<file path="src/core/ipw_pkg.sv">
package ipw_pkg;

    // Register port widths.
    localparam int ADDR_W = 7;
    localparam int DATA_W = 8;

    // Register offsets on the microprocessor port.
    localparam logic [6:0] INT_CFG_ADDR = 7'h7D;
    localparam logic [6:0] KEY_ADDR = 7'h7E;

    // Values after reset.
    localparam logic [7:0] INT_CFG_RST = 8'h02;
    localparam logic [7:0] KEY_RST = 8'h85;

    // Key values that open the register file.
    localparam logic [7:0] KEY_FULL_OPEN = 8'h85;
    localparam logic [7:0] KEY_SINGLE_OPEN = 8'h86;
    // Value loaded after the one permitted write; any protected value would do.
    localparam logic [7:0] KEY_RELOCK = 8'h00;

    // Field positions of the interrupt pin configuration register.
    localparam int POL_BIT = 0;
    localparam int TRI_BIT = 1;
    localparam int GPO_BIT = 2;
    localparam int CFG_W = 3;

    // Reset state of the registered pin outputs (idle, released, inactive high).
    localparam logic PIN_LVL_RST = 1'b1;
    localparam logic PIN_OE_N_RST = 1'b1;

    // Protection modes.
    typedef enum logic [1:0] {
        IPW_PROTECTED,
        IPW_FULL_OPEN,
        IPW_SINGLE_OPEN
    } ipw_mode_t;

    // Decodes the key register into a protection mode.
    function automatic ipw_mode_t key_mode(input logic [7:0] key);
        if (key == KEY_FULL_OPEN) begin
            return IPW_FULL_OPEN;
        end else if (key == KEY_SINGLE_OPEN) begin
            return IPW_SINGLE_OPEN;
        end else begin
            return IPW_PROTECTED;
        end
    endfunction

endpackage

</file>
<file path="src/core/ipw_key_guard.sv">
`timescale 1ns/100ps
module ipw_key_guard (
    // Clock and reset.
    input wire logic clk_in,
    input wire logic reset_in,
    // Register write request.
    input wire logic wr_in,
    input wire logic [6:0] addr_in,
    input wire logic [7:0] data_in,
    // Key state and write permission.
    output logic [7:0] key_out,
    output logic grant_out
);

    typedef struct packed {
        logic [7:0] key;
    } ipw_guard_t;

    ipw_guard_t state_r;
    ipw_guard_t state_nxt;
    ipw_pkg::ipw_mode_t mode;

    // Other registers are writable only while the key opens them; the key itself always is.
    always_comb begin
        mode = ipw_pkg::key_mode(state_r.key);
        grant_out = wr_in && (addr_in != ipw_pkg::KEY_ADDR) && (mode != ipw_pkg::IPW_PROTECTED);
        state_nxt = state_r;
        if (wr_in && addr_in == ipw_pkg::KEY_ADDR) begin
            state_nxt.key = data_in;
        end else if (grant_out && mode == ipw_pkg::IPW_SINGLE_OPEN) begin
            state_nxt.key = ipw_pkg::KEY_RELOCK;
        end
    end

    // Key register; reset leaves the device fully open.
    always_ff @(posedge clk_in or posedge reset_in) begin
        if (reset_in) begin
            state_r.key <= ipw_pkg::KEY_RST;
        end else begin
            state_r <= state_nxt;
        end
    end

    assign key_out = state_r.key;

endmodule // ipw_key_guard

</file>
<file path="src/core/ipw_pin_drive.sv">
`timescale 1ns/100ps
module ipw_pin_drive (
    // Configuration fields.
    input wire logic gpo_sel_in,
    input wire logic tri_en_in,
    input wire logic pol_in,
    // Interrupt request from the device.
    input wire logic irq_in,
    // Pin level and enable, enable low while driving.
    output logic lvl_out,
    output logic oe_n_out
);

    // Works out the level and drive of the shared interrupt pin.
    always_comb begin
        if (gpo_sel_in) begin
            lvl_out = pol_in;
            oe_n_out = 1'b0;
        end else if (irq_in) begin
            lvl_out = pol_in;
            oe_n_out = 1'b0;
        end else begin
            lvl_out = ~pol_in;
            oe_n_out = tri_en_in;
        end
    end

endmodule // ipw_pin_drive

</file>
<file path="src/core/ipw_top.sv">
`timescale 1ns/100ps
// Functional notes
// Select bit two picks interrupt or output.
// Output mode drives pin to polarity bit.
// Tristate off drives idle pin inactive.
// Tristate on releases pin while idle.
// Polarity bit selects active pin level.
// Pin configuration resets to 0x02.
// Host writes key before other registers.
// Protected keys block other register writes.
// Key 0x85 opens all writes.
// Key 0x86 allows one write, relocks.
// Key register resets to 0x85.
// Key always writable, never consumes permit.
module ipw_top (
    // Clock and reset.
    input wire logic clk_in,
    input wire logic reset_in,
    // Microprocessor register port.
    input wire logic [6:0] addr_in,
    input wire logic wr_in,
    input wire logic rd_in,
    input wire logic [7:0] wr_data_in,
    output logic [7:0] rd_data_out,
    output logic rd_valid_out,
    // Permitted writes passed on to the rest of the register file.
    output logic ext_wr_out,
    output logic [6:0] ext_addr_out,
    output logic [7:0] ext_data_out,
    // Interrupt request from the device's event logic.
    input wire logic irq_in,
    // Interrupt pin, enable low while driving.
    output logic irq_pin_out,
    output logic irq_pin_oe_n_out
);

    typedef struct packed {
        logic [2:0] cfg;
        logic pin_lvl;
        logic pin_oe_n;
        logic [7:0] rd_data;
        logic rd_valid;
        logic ext_wr;
        logic [6:0] ext_addr;
        logic [7:0] ext_data;
    } ipw_state_t;

    ipw_state_t state_r;
    ipw_state_t state_nxt;
    logic [7:0] key;
    logic grant;
    logic drv_lvl;
    logic drv_oe_n;

    // Key register and write permission.
    ipw_key_guard u_guard (
        .clk_in(clk_in),
        .reset_in(reset_in),
        .wr_in(wr_in),
        .addr_in(addr_in),
        .data_in(wr_data_in),
        .key_out(key),
        .grant_out(grant)
    );

    // Pin level and drive from the configuration.
    ipw_pin_drive u_pin (
        .gpo_sel_in(state_r.cfg[ipw_pkg::GPO_BIT]),
        .tri_en_in(state_r.cfg[ipw_pkg::TRI_BIT]),
        .pol_in(state_r.cfg[ipw_pkg::POL_BIT]),
        .irq_in(irq_in),
        .lvl_out(drv_lvl),
        .oe_n_out(drv_oe_n)
    );

    // Next state: configuration writes, read data and forwarded writes.
    always_comb begin
        state_nxt = state_r;
        state_nxt.pin_lvl = drv_lvl;
        state_nxt.pin_oe_n = drv_oe_n;
        state_nxt.ext_wr = 1'b0;
        state_nxt.rd_valid = rd_in;
        if (grant && addr_in == ipw_pkg::INT_CFG_ADDR) begin
            state_nxt.cfg = wr_data_in[ipw_pkg::CFG_W-1:0];
        end
        if (grant && addr_in != ipw_pkg::INT_CFG_ADDR) begin
            state_nxt.ext_wr = 1'b1;
            state_nxt.ext_addr = addr_in;
            state_nxt.ext_data = wr_data_in;
        end
        if (rd_in) begin
            case (addr_in)
                ipw_pkg::INT_CFG_ADDR: begin
                    state_nxt.rd_data = {5'h0, state_r.cfg};
                end
                ipw_pkg::KEY_ADDR: begin
                    state_nxt.rd_data = key;
                end
                default: begin
                    state_nxt.rd_data = 8'h00;
                end
            endcase
        end
    end

    // State register.
    always_ff @(posedge clk_in or posedge reset_in) begin
        if (reset_in) begin
            state_r.cfg <= ipw_pkg::INT_CFG_RST[ipw_pkg::CFG_W-1:0];
            state_r.pin_lvl <= ipw_pkg::PIN_LVL_RST;
            state_r.pin_oe_n <= ipw_pkg::PIN_OE_N_RST;
            state_r.rd_data <= 8'h00;
            state_r.rd_valid <= 1'b0;
            state_r.ext_wr <= 1'b0;
            state_r.ext_addr <= 7'h00;
            state_r.ext_data <= 8'h00;
        end else begin
            state_r <= state_nxt;
        end
    end

    // Outputs come straight from the state register.
    assign rd_data_out = state_r.rd_data;
    assign rd_valid_out = state_r.rd_valid;
    assign ext_wr_out = state_r.ext_wr;
    assign ext_addr_out = state_r.ext_addr;
    assign ext_data_out = state_r.ext_data;
    assign irq_pin_out = state_r.pin_lvl;
    assign irq_pin_oe_n_out = state_r.pin_oe_n;
endmodule // ipw_top

</file>
<file path="config.mk">
export PLATFORM = sky130hd
export DESIGN_NAME = ipw_top
export DESIGN_NICKNAME = d
export VERILOG_FILES = /design/src/core/ipw_pkg.sv /design/src/core/ipw_key_guard.sv /design/src/core/ipw_pin_drive.sv /design/src/core/ipw_top.sv
export SDC_FILE = /design/constraint.sdc
export NUM_CORES = 1
export LEC_CHECK = 0
export ABC_AREA = 1
export CAP_MARGIN = 20
export CORE_UTILIZATION = 45
export CTS_CLUSTER_DIAMETER = 60
export CTS_CLUSTER_SIZE = 24
export DETAILED_ROUTE_END_ITERATION = 7
export DONT_BUFFER_PORTS = 1
export GPL_TIMING_DRIVEN = 0
export PLACE_DENSITY_LB_ADDON = 0.15
export SETUP_SLACK_MARGIN = 0.2
export SLEW_MARGIN = 5
export SYNTH_ARGS = -nofsm -noshare
export SYNTH_HDL_FRONTEND = slang
export SYNTH_HIERARCHICAL = 1
export SYNTH_SLANG_ARGS = --single-unit
export TNS_END_PERCENT = 10
</file>
<file path="constraint.sdc">
create_clock -name clk_in -period 1.8 [get_ports clk_in]
set_input_delay 0.09 -clock clk_in [delete_from_list [all_inputs] [get_ports clk_in]]
set_output_delay 0.09 -clock clk_in [all_outputs]
set_load 0.03 [all_outputs]
</file>
Word level (Yosys, flattened, before mapping). Index checks and enable logic that the tools add are counted.

Register bits: 38. Input port bits: 20.

Equality and inequality tests: 7. Multiplexer cells: 10. Bitwise logic cells: 1. Reduce and logical (&&, ||, !) cells: 8.

Operator list (count): $eq A8 B8 Y1 const B (2); $mux W16 (1); $mux W8 (2); $pmux W8 S2 (1); $eq A7 B7 Y1 const B (2); $ne A7 B7 Y1 const B (2); $logic_and A1 B1 Y1 (6); $mux W1 (4); $mux W2 (2); $reduce_bool A2 Y1 (2); $eq A2 B2 Y1 const B (1); $not A1 Y1 (1).

Logic depth before layout (Yosys ltp).
Depth in word-level cells: 8. Depth in mapped cells: 10. Gate-level depth less buffers: 10.

Hierarchy. The synthesis kept the hierarchy.

Modules (own cells, without submodules): ipw_top (times used 1, cells each 154, area an instance 1372.6 µm², seq. area each 754.5 µm²); ipw_key_guard (times used 1, cells each 63, area an instance 456.7 µm², seq. area each 203.9 µm²); ipw_pin_drive (times used 1, cells each 6, area an instance 32.5 µm², seq. area each 0.0 µm²).

Worst setup path after synthesis. OpenSTA, ideal clock, no wires.

Path type: register to register. Start: register u_guard/key_out[7] (netlist name). End: register state_r[27] in the netlist's numbering. Data arrival time: 1.409 ns. Required time: 1.677 ns. Path slack: 0.268 ns. Cell stages (with the launch flop): 10. Clock period less this slack: 1.532 ns. Cells stage by stage: dfstp_2 -> inv_1 -> nor2_1 -> nand2_1 -> inv_1 -> o211ai_1 -> a21oi_1 -> nand3_1 -> nand2_1 -> o21ai_1.

Longest elaborated chain between the ends: 6. Elaborated cells on any way between the ends: 7. Classes of those cells: 2 x eq/ne; 2 x mux; 3 x reduce/logical.

Ends and longest elaborated chain: $eq A8 B8 Y1 (RTL line ipw_pkg.sv:42) `end else if (key == KEY_SINGLE_OPEN) begin`; $mux W2 (RTL line ipw_pkg.sv:42); $mux W2 * (RTL line ipw_pkg.sv:40) `if (key == KEY_FULL_OPEN) begin`; $reduce_bool A2 Y1 * (RTL line ipw_key_guard.sv:26) `grant_out = wr_in && (addr_in != ipw_pkg::KEY_ADDR) && (mode != ipw_pkg::IPW_PROTECTED);`; $logic_and A1 B1 Y1 * (RTL line ipw_key_guard.sv:26); net grant (RTL line ipw_top.sv:51) `logic grant;`; $logic_and A1 B1 Y1 * (RTL line ipw_top.sv:83) `if (grant && addr_in == ipw_pkg::INT_CFG_ADDR) begin`; end signal, assigned (RTL line ipw_top.sv:118) `state_r <= state_nxt;`; end, declared (RTL line ipw_top.sv:48) `ipw_state_t state_r;`.

Mark *: on every way through the listed nets, which the timed path passes. The rest lies on a longest branch. A chain may end at the register's enable or synchronous reset.

Final worst setup path.
Start: register u_guard/key_out[7] (netlist name). End: register state_r (netlist bit ext_addr_out[1]).

Longest elaborated chain between the ends: 6. Elaborated cells on any way between the ends: 7. Classes of those cells: 2 x eq/ne; 2 x mux; 3 x reduce/logical.

Ends and longest elaborated chain: $eq A8 B8 Y1 (RTL line ipw_pkg.sv:42); $mux W2 (RTL line ipw_pkg.sv:42); $mux W2 * (RTL line ipw_pkg.sv:40); $reduce_bool A2 Y1 * (RTL line ipw_key_guard.sv:26); $logic_and A1 B1 Y1 * (RTL line ipw_key_guard.sv:26); net grant (RTL line ipw_top.sv:51); $logic_and A1 B1 Y1 * (RTL line ipw_top.sv:86) `if (grant && addr_in != ipw_pkg::INT_CFG_ADDR) begin`.

Marks and branches as above.

==> results.md <==
- Status: completed
- Pre-antenna DRT Iters: 4
- WL met3: 161 um
- Worst vdd ir: 0.000488 V
- DRT Wirelength: roughly 3600 um
- Worst EP required: 1.97 ns
- Post-synthesis cell type count: 21
- Most frequent cells after synthesis: nand2_1 (87), dfrtp_1 (32), buf_4 (23), o21ai_1 (16), inv_1 (15)
- CTS tree: done
- Top-area cell type share of the netlist area: around 43%
- Dpl ws: 0.105 ns
- Synth-to-Final Area Change: 21.3%
- Setup TNS Final: 0 ns
- Clock Tree Buf Depth: 2
- Synth warn: 6
- Nets@finish: about 270
- Register area share after synthesis: 51.5%
- Final Hold Viols: 0
- Congestion Overflow GR: 0
- Top-count cell post-synth: nand2_1
- Worst R2R Start: u_guard/key_out[7]$_DFFE_PP1P_
- Global Route Usage Sum: between 10% and 20%
- Die height: 66.3 um
- Largest net degree at the start of global routing: 20
- Final period util: 89.4%
- Top cells by area in the synthesized netlist: dfrtp_1 (43%), nand2_1 (18%), buf_4 (9.3%)
- WHS Path Cells: 4
- Final GP Congestion: 0.789
- DR WL/cell: 11.7 um
- DRT iter0 DRCs: between 40 and 50
- Setup CP Type: reg2reg
- Max incr delay on CP: 0.55 ns
- First-pass GRT wire length: 5910 um
- Top sig layer: met4
- Worst-path clk slew: 0.07 ns
- Dpl hpwl: 2570 um
- Antenna-violating nets left: 0
- Fmax: around 620 MHz
- Mapped cell area: around 1900 um^2
- Worst-margin pin slew: 0.557 ns
- Main synth FF type: dfrtp_1
- Die W: 66.3 um
- Std-Cell Rows: 23
- # IOs: 47
- Worst Reg2Reg Path Length in Cells: 10
- Setup crit start kind: flip-flop
- Leakage: 1.16 nW
- FFs w/ async S/R, synth: 100%
- Number of H-tree levels: 2
- Setup crit end kind: flip-flop
- Fin util: between 50% and 60%
- R2R Path End: ext_addr_out[1]$_DFFE_PP0P_
- Power, Total: ~1.7 mW
- Yosys top cell by area: dfrtp_1
- Core area: 4000 um^2
- WP data arrival: 1.78 ns
- Crit-path slowest cell: dfstp_2
- Area of the die: 4400 um^2
- Pwr dens: 751 nW/um^2
- Root Buffer: clkbuf_8
- Slew Viols, Final: 0
- Final setup violation count: 0
- RSZ-0062 raised after global routing: yes
- Num CTS Buffers: 5
- Routed via count: 1387
- Post-synth EDFFs: 0
- FF+latch count, synth: 38
- Layout cells sized above 1: 23.2%
- Hold Path Class: in2reg
- ANT cells: 0
- Worst-case clock skew: 0.00743 ns
- IO buf count: 0
- Final worst slack: approximately 0.19 ns
- Number of global-route vias before repair: 1327
- Met2 Routed Length: 1590 um
- Post-synthesis instance total: 223
- Starting Density: 46.5%
- Reg2reg setup slack: around 0.19 ns
- Clk sink count: 38
- # DRC: 0
- Final Critical Period: around 1.6 ns
- Vias per std cell: 4.56
- Max-capacitance violation count: 0
- Initial antenna violation count: 0
- Worst-path cell chain: inv_1 > nor2_1 > nand2_1 > inv_1 > o211ai_1 > a21oi_2 > nand2_4 > buf_6 > nand2_1 > o21ai_1
- Worst-path maximum fanout: 10
- Slew headroom: 62.8%
- Avg Cell Area, Syn: 8.35 um^2
- Hold Path Sink: u_guard/key_out[7]$_DFFE_PP1P_
- Wire length on met1: 1750 um
- Syn_nets: 243
- Worst-skew pair later-pin latency: ~0.29 ns
- Hold Crit Start: wr_in
-- metrics by stage --
step	std cells	hold slack [ns]	area [um^2]
2_1_floorplan	223	-0.0965	1860
3_3_place_gp	273	-0.0529	1920
3_5_place_dp	274	-0.0591	1950
4_1_cts	301	0.0244	2230
5_1_grt	304	0.0402	2260
6_report	304	0.0342	2260
-- cell type report --
type	instances	area, um^2
Fill cell	376	1740
Sequential cell	38	958
Multi-Input combinational cell	140	642
Timing Repair Buffer	23	240
Buffer	26	199
Inverter	19	73.8
Clock buffer	6	72.6
Tap cell	50	62.6
Clock inverter	2	10.0
-- critical path, delay by kind of cell, from the launching register on --
family,cells,cell delay [ns]
DFF,1,0.55
AOI/OAI and AO/OA,3,0.38
and+or+nand+nor,4,0.33
buffers and inverters,3,0.25
-- timing repair --
item,in CTS,in global routing
hold endpoints to repair,47,0
resized for setup,2,1
hold buffers,19,0
endpoints found under the setup margin,18,18
buffers inserted,0,3
pin swaps,0,2
-- sequential cells by signal, indices dropped and copies added, names as in the netlist --
| register | cells |
|---|---|
| ext_data_out | 8 |
| rd_data_out | 8 |
| u_guard/key_out | 8 |
| ext_addr_out | 7 |
| state_r | 3 |
| ext_wr_out | 1 |
| irq_pin_oe_n_out | 1 |
| irq_pin_out | 1 |
| rd_valid_out | 1 |
-- placed cells by master, fill, tap and decap left out, types with 2 or more instances in the layout --
cell type,count
nand2_1,87
dfrtp_1,32
buf_4,26
dlygate4sd3_1,19
o21ai_1,16
inv_1,15
nand3_1,13
nor2_1,8
dfstp_2,6
clkbuf_8,5
inv_2,3
nor2_4,3
nand3_2,3
nor2_2,3
buf_6,2
clkbuf_1,2
clkinv_2,2
-- worst max path at each step --
| stage | from | endpoint | slack [ns] | cells past startpoint |
|---|---|---|---|---|
| 2_1_floorplan | u_guard/key_out[7]$_DFFE_PP1P_ | state_r[27]$_DFFE_PP0P_ | 0.27 | 9 |
| 3_3_place_gp | u_guard/key_out[7]$_DFFE_PP1P_ | state_r[29]$_DFFE_PP0P_ | 0.12 | 9 |
| 3_5_place_dp | u_guard/key_out[7]$_DFFE_PP1P_ | state_r[27]$_DFFE_PP0P_ | 0.10 | 9 |
| 4_1_cts | u_guard/key_out[7]$_DFFE_PP1P_ | ext_data_out[5]$_DFFE_PP0P_ | 0.20 | 10 |
| 5_1_grt | u_guard/key_out[7]$_DFFE_PP1P_ | ext_addr_out[6]$_DFFE_PP0P_ | 0.12 | 10 |
| 6_report | u_guard/key_out[7]$_DFFE_PP1P_ | ext_addr_out[1]$_DFFE_PP0P_ | 0.19 | 10 |
-- cell families after synthesis --
kind of cell           share of synthesized area [%]
DFF                                             51.5
buffers and inverters                           14.5
and+or+nand+nor                                 29.0
AOI/OAI and AO/OA                               4.97
-- per-layer routing --
layer	vias up	GRT usage [%]
met2	35	28.8
met3	5	5.00
met5	-	0
met4	0	6.38
met1	614	23.0
li1	733	-
-- where the power goes --
| part | internal [mW] | switching (mW) | total, mW | leakage (nW) |
|---|---|---|---|---|
| clock network | 0.269 | 0.297 | 0.566 | 0.0450 |
| registers | 0.895 | 0.0297 | 0.924 | 0.504 |
| logic | 0.0867 | 0.118 | 0.205 | 0.610 |
| total | 1.25 | 0.445 | 1.70 | 1.16 |
(Power assumes the default switching activity.)
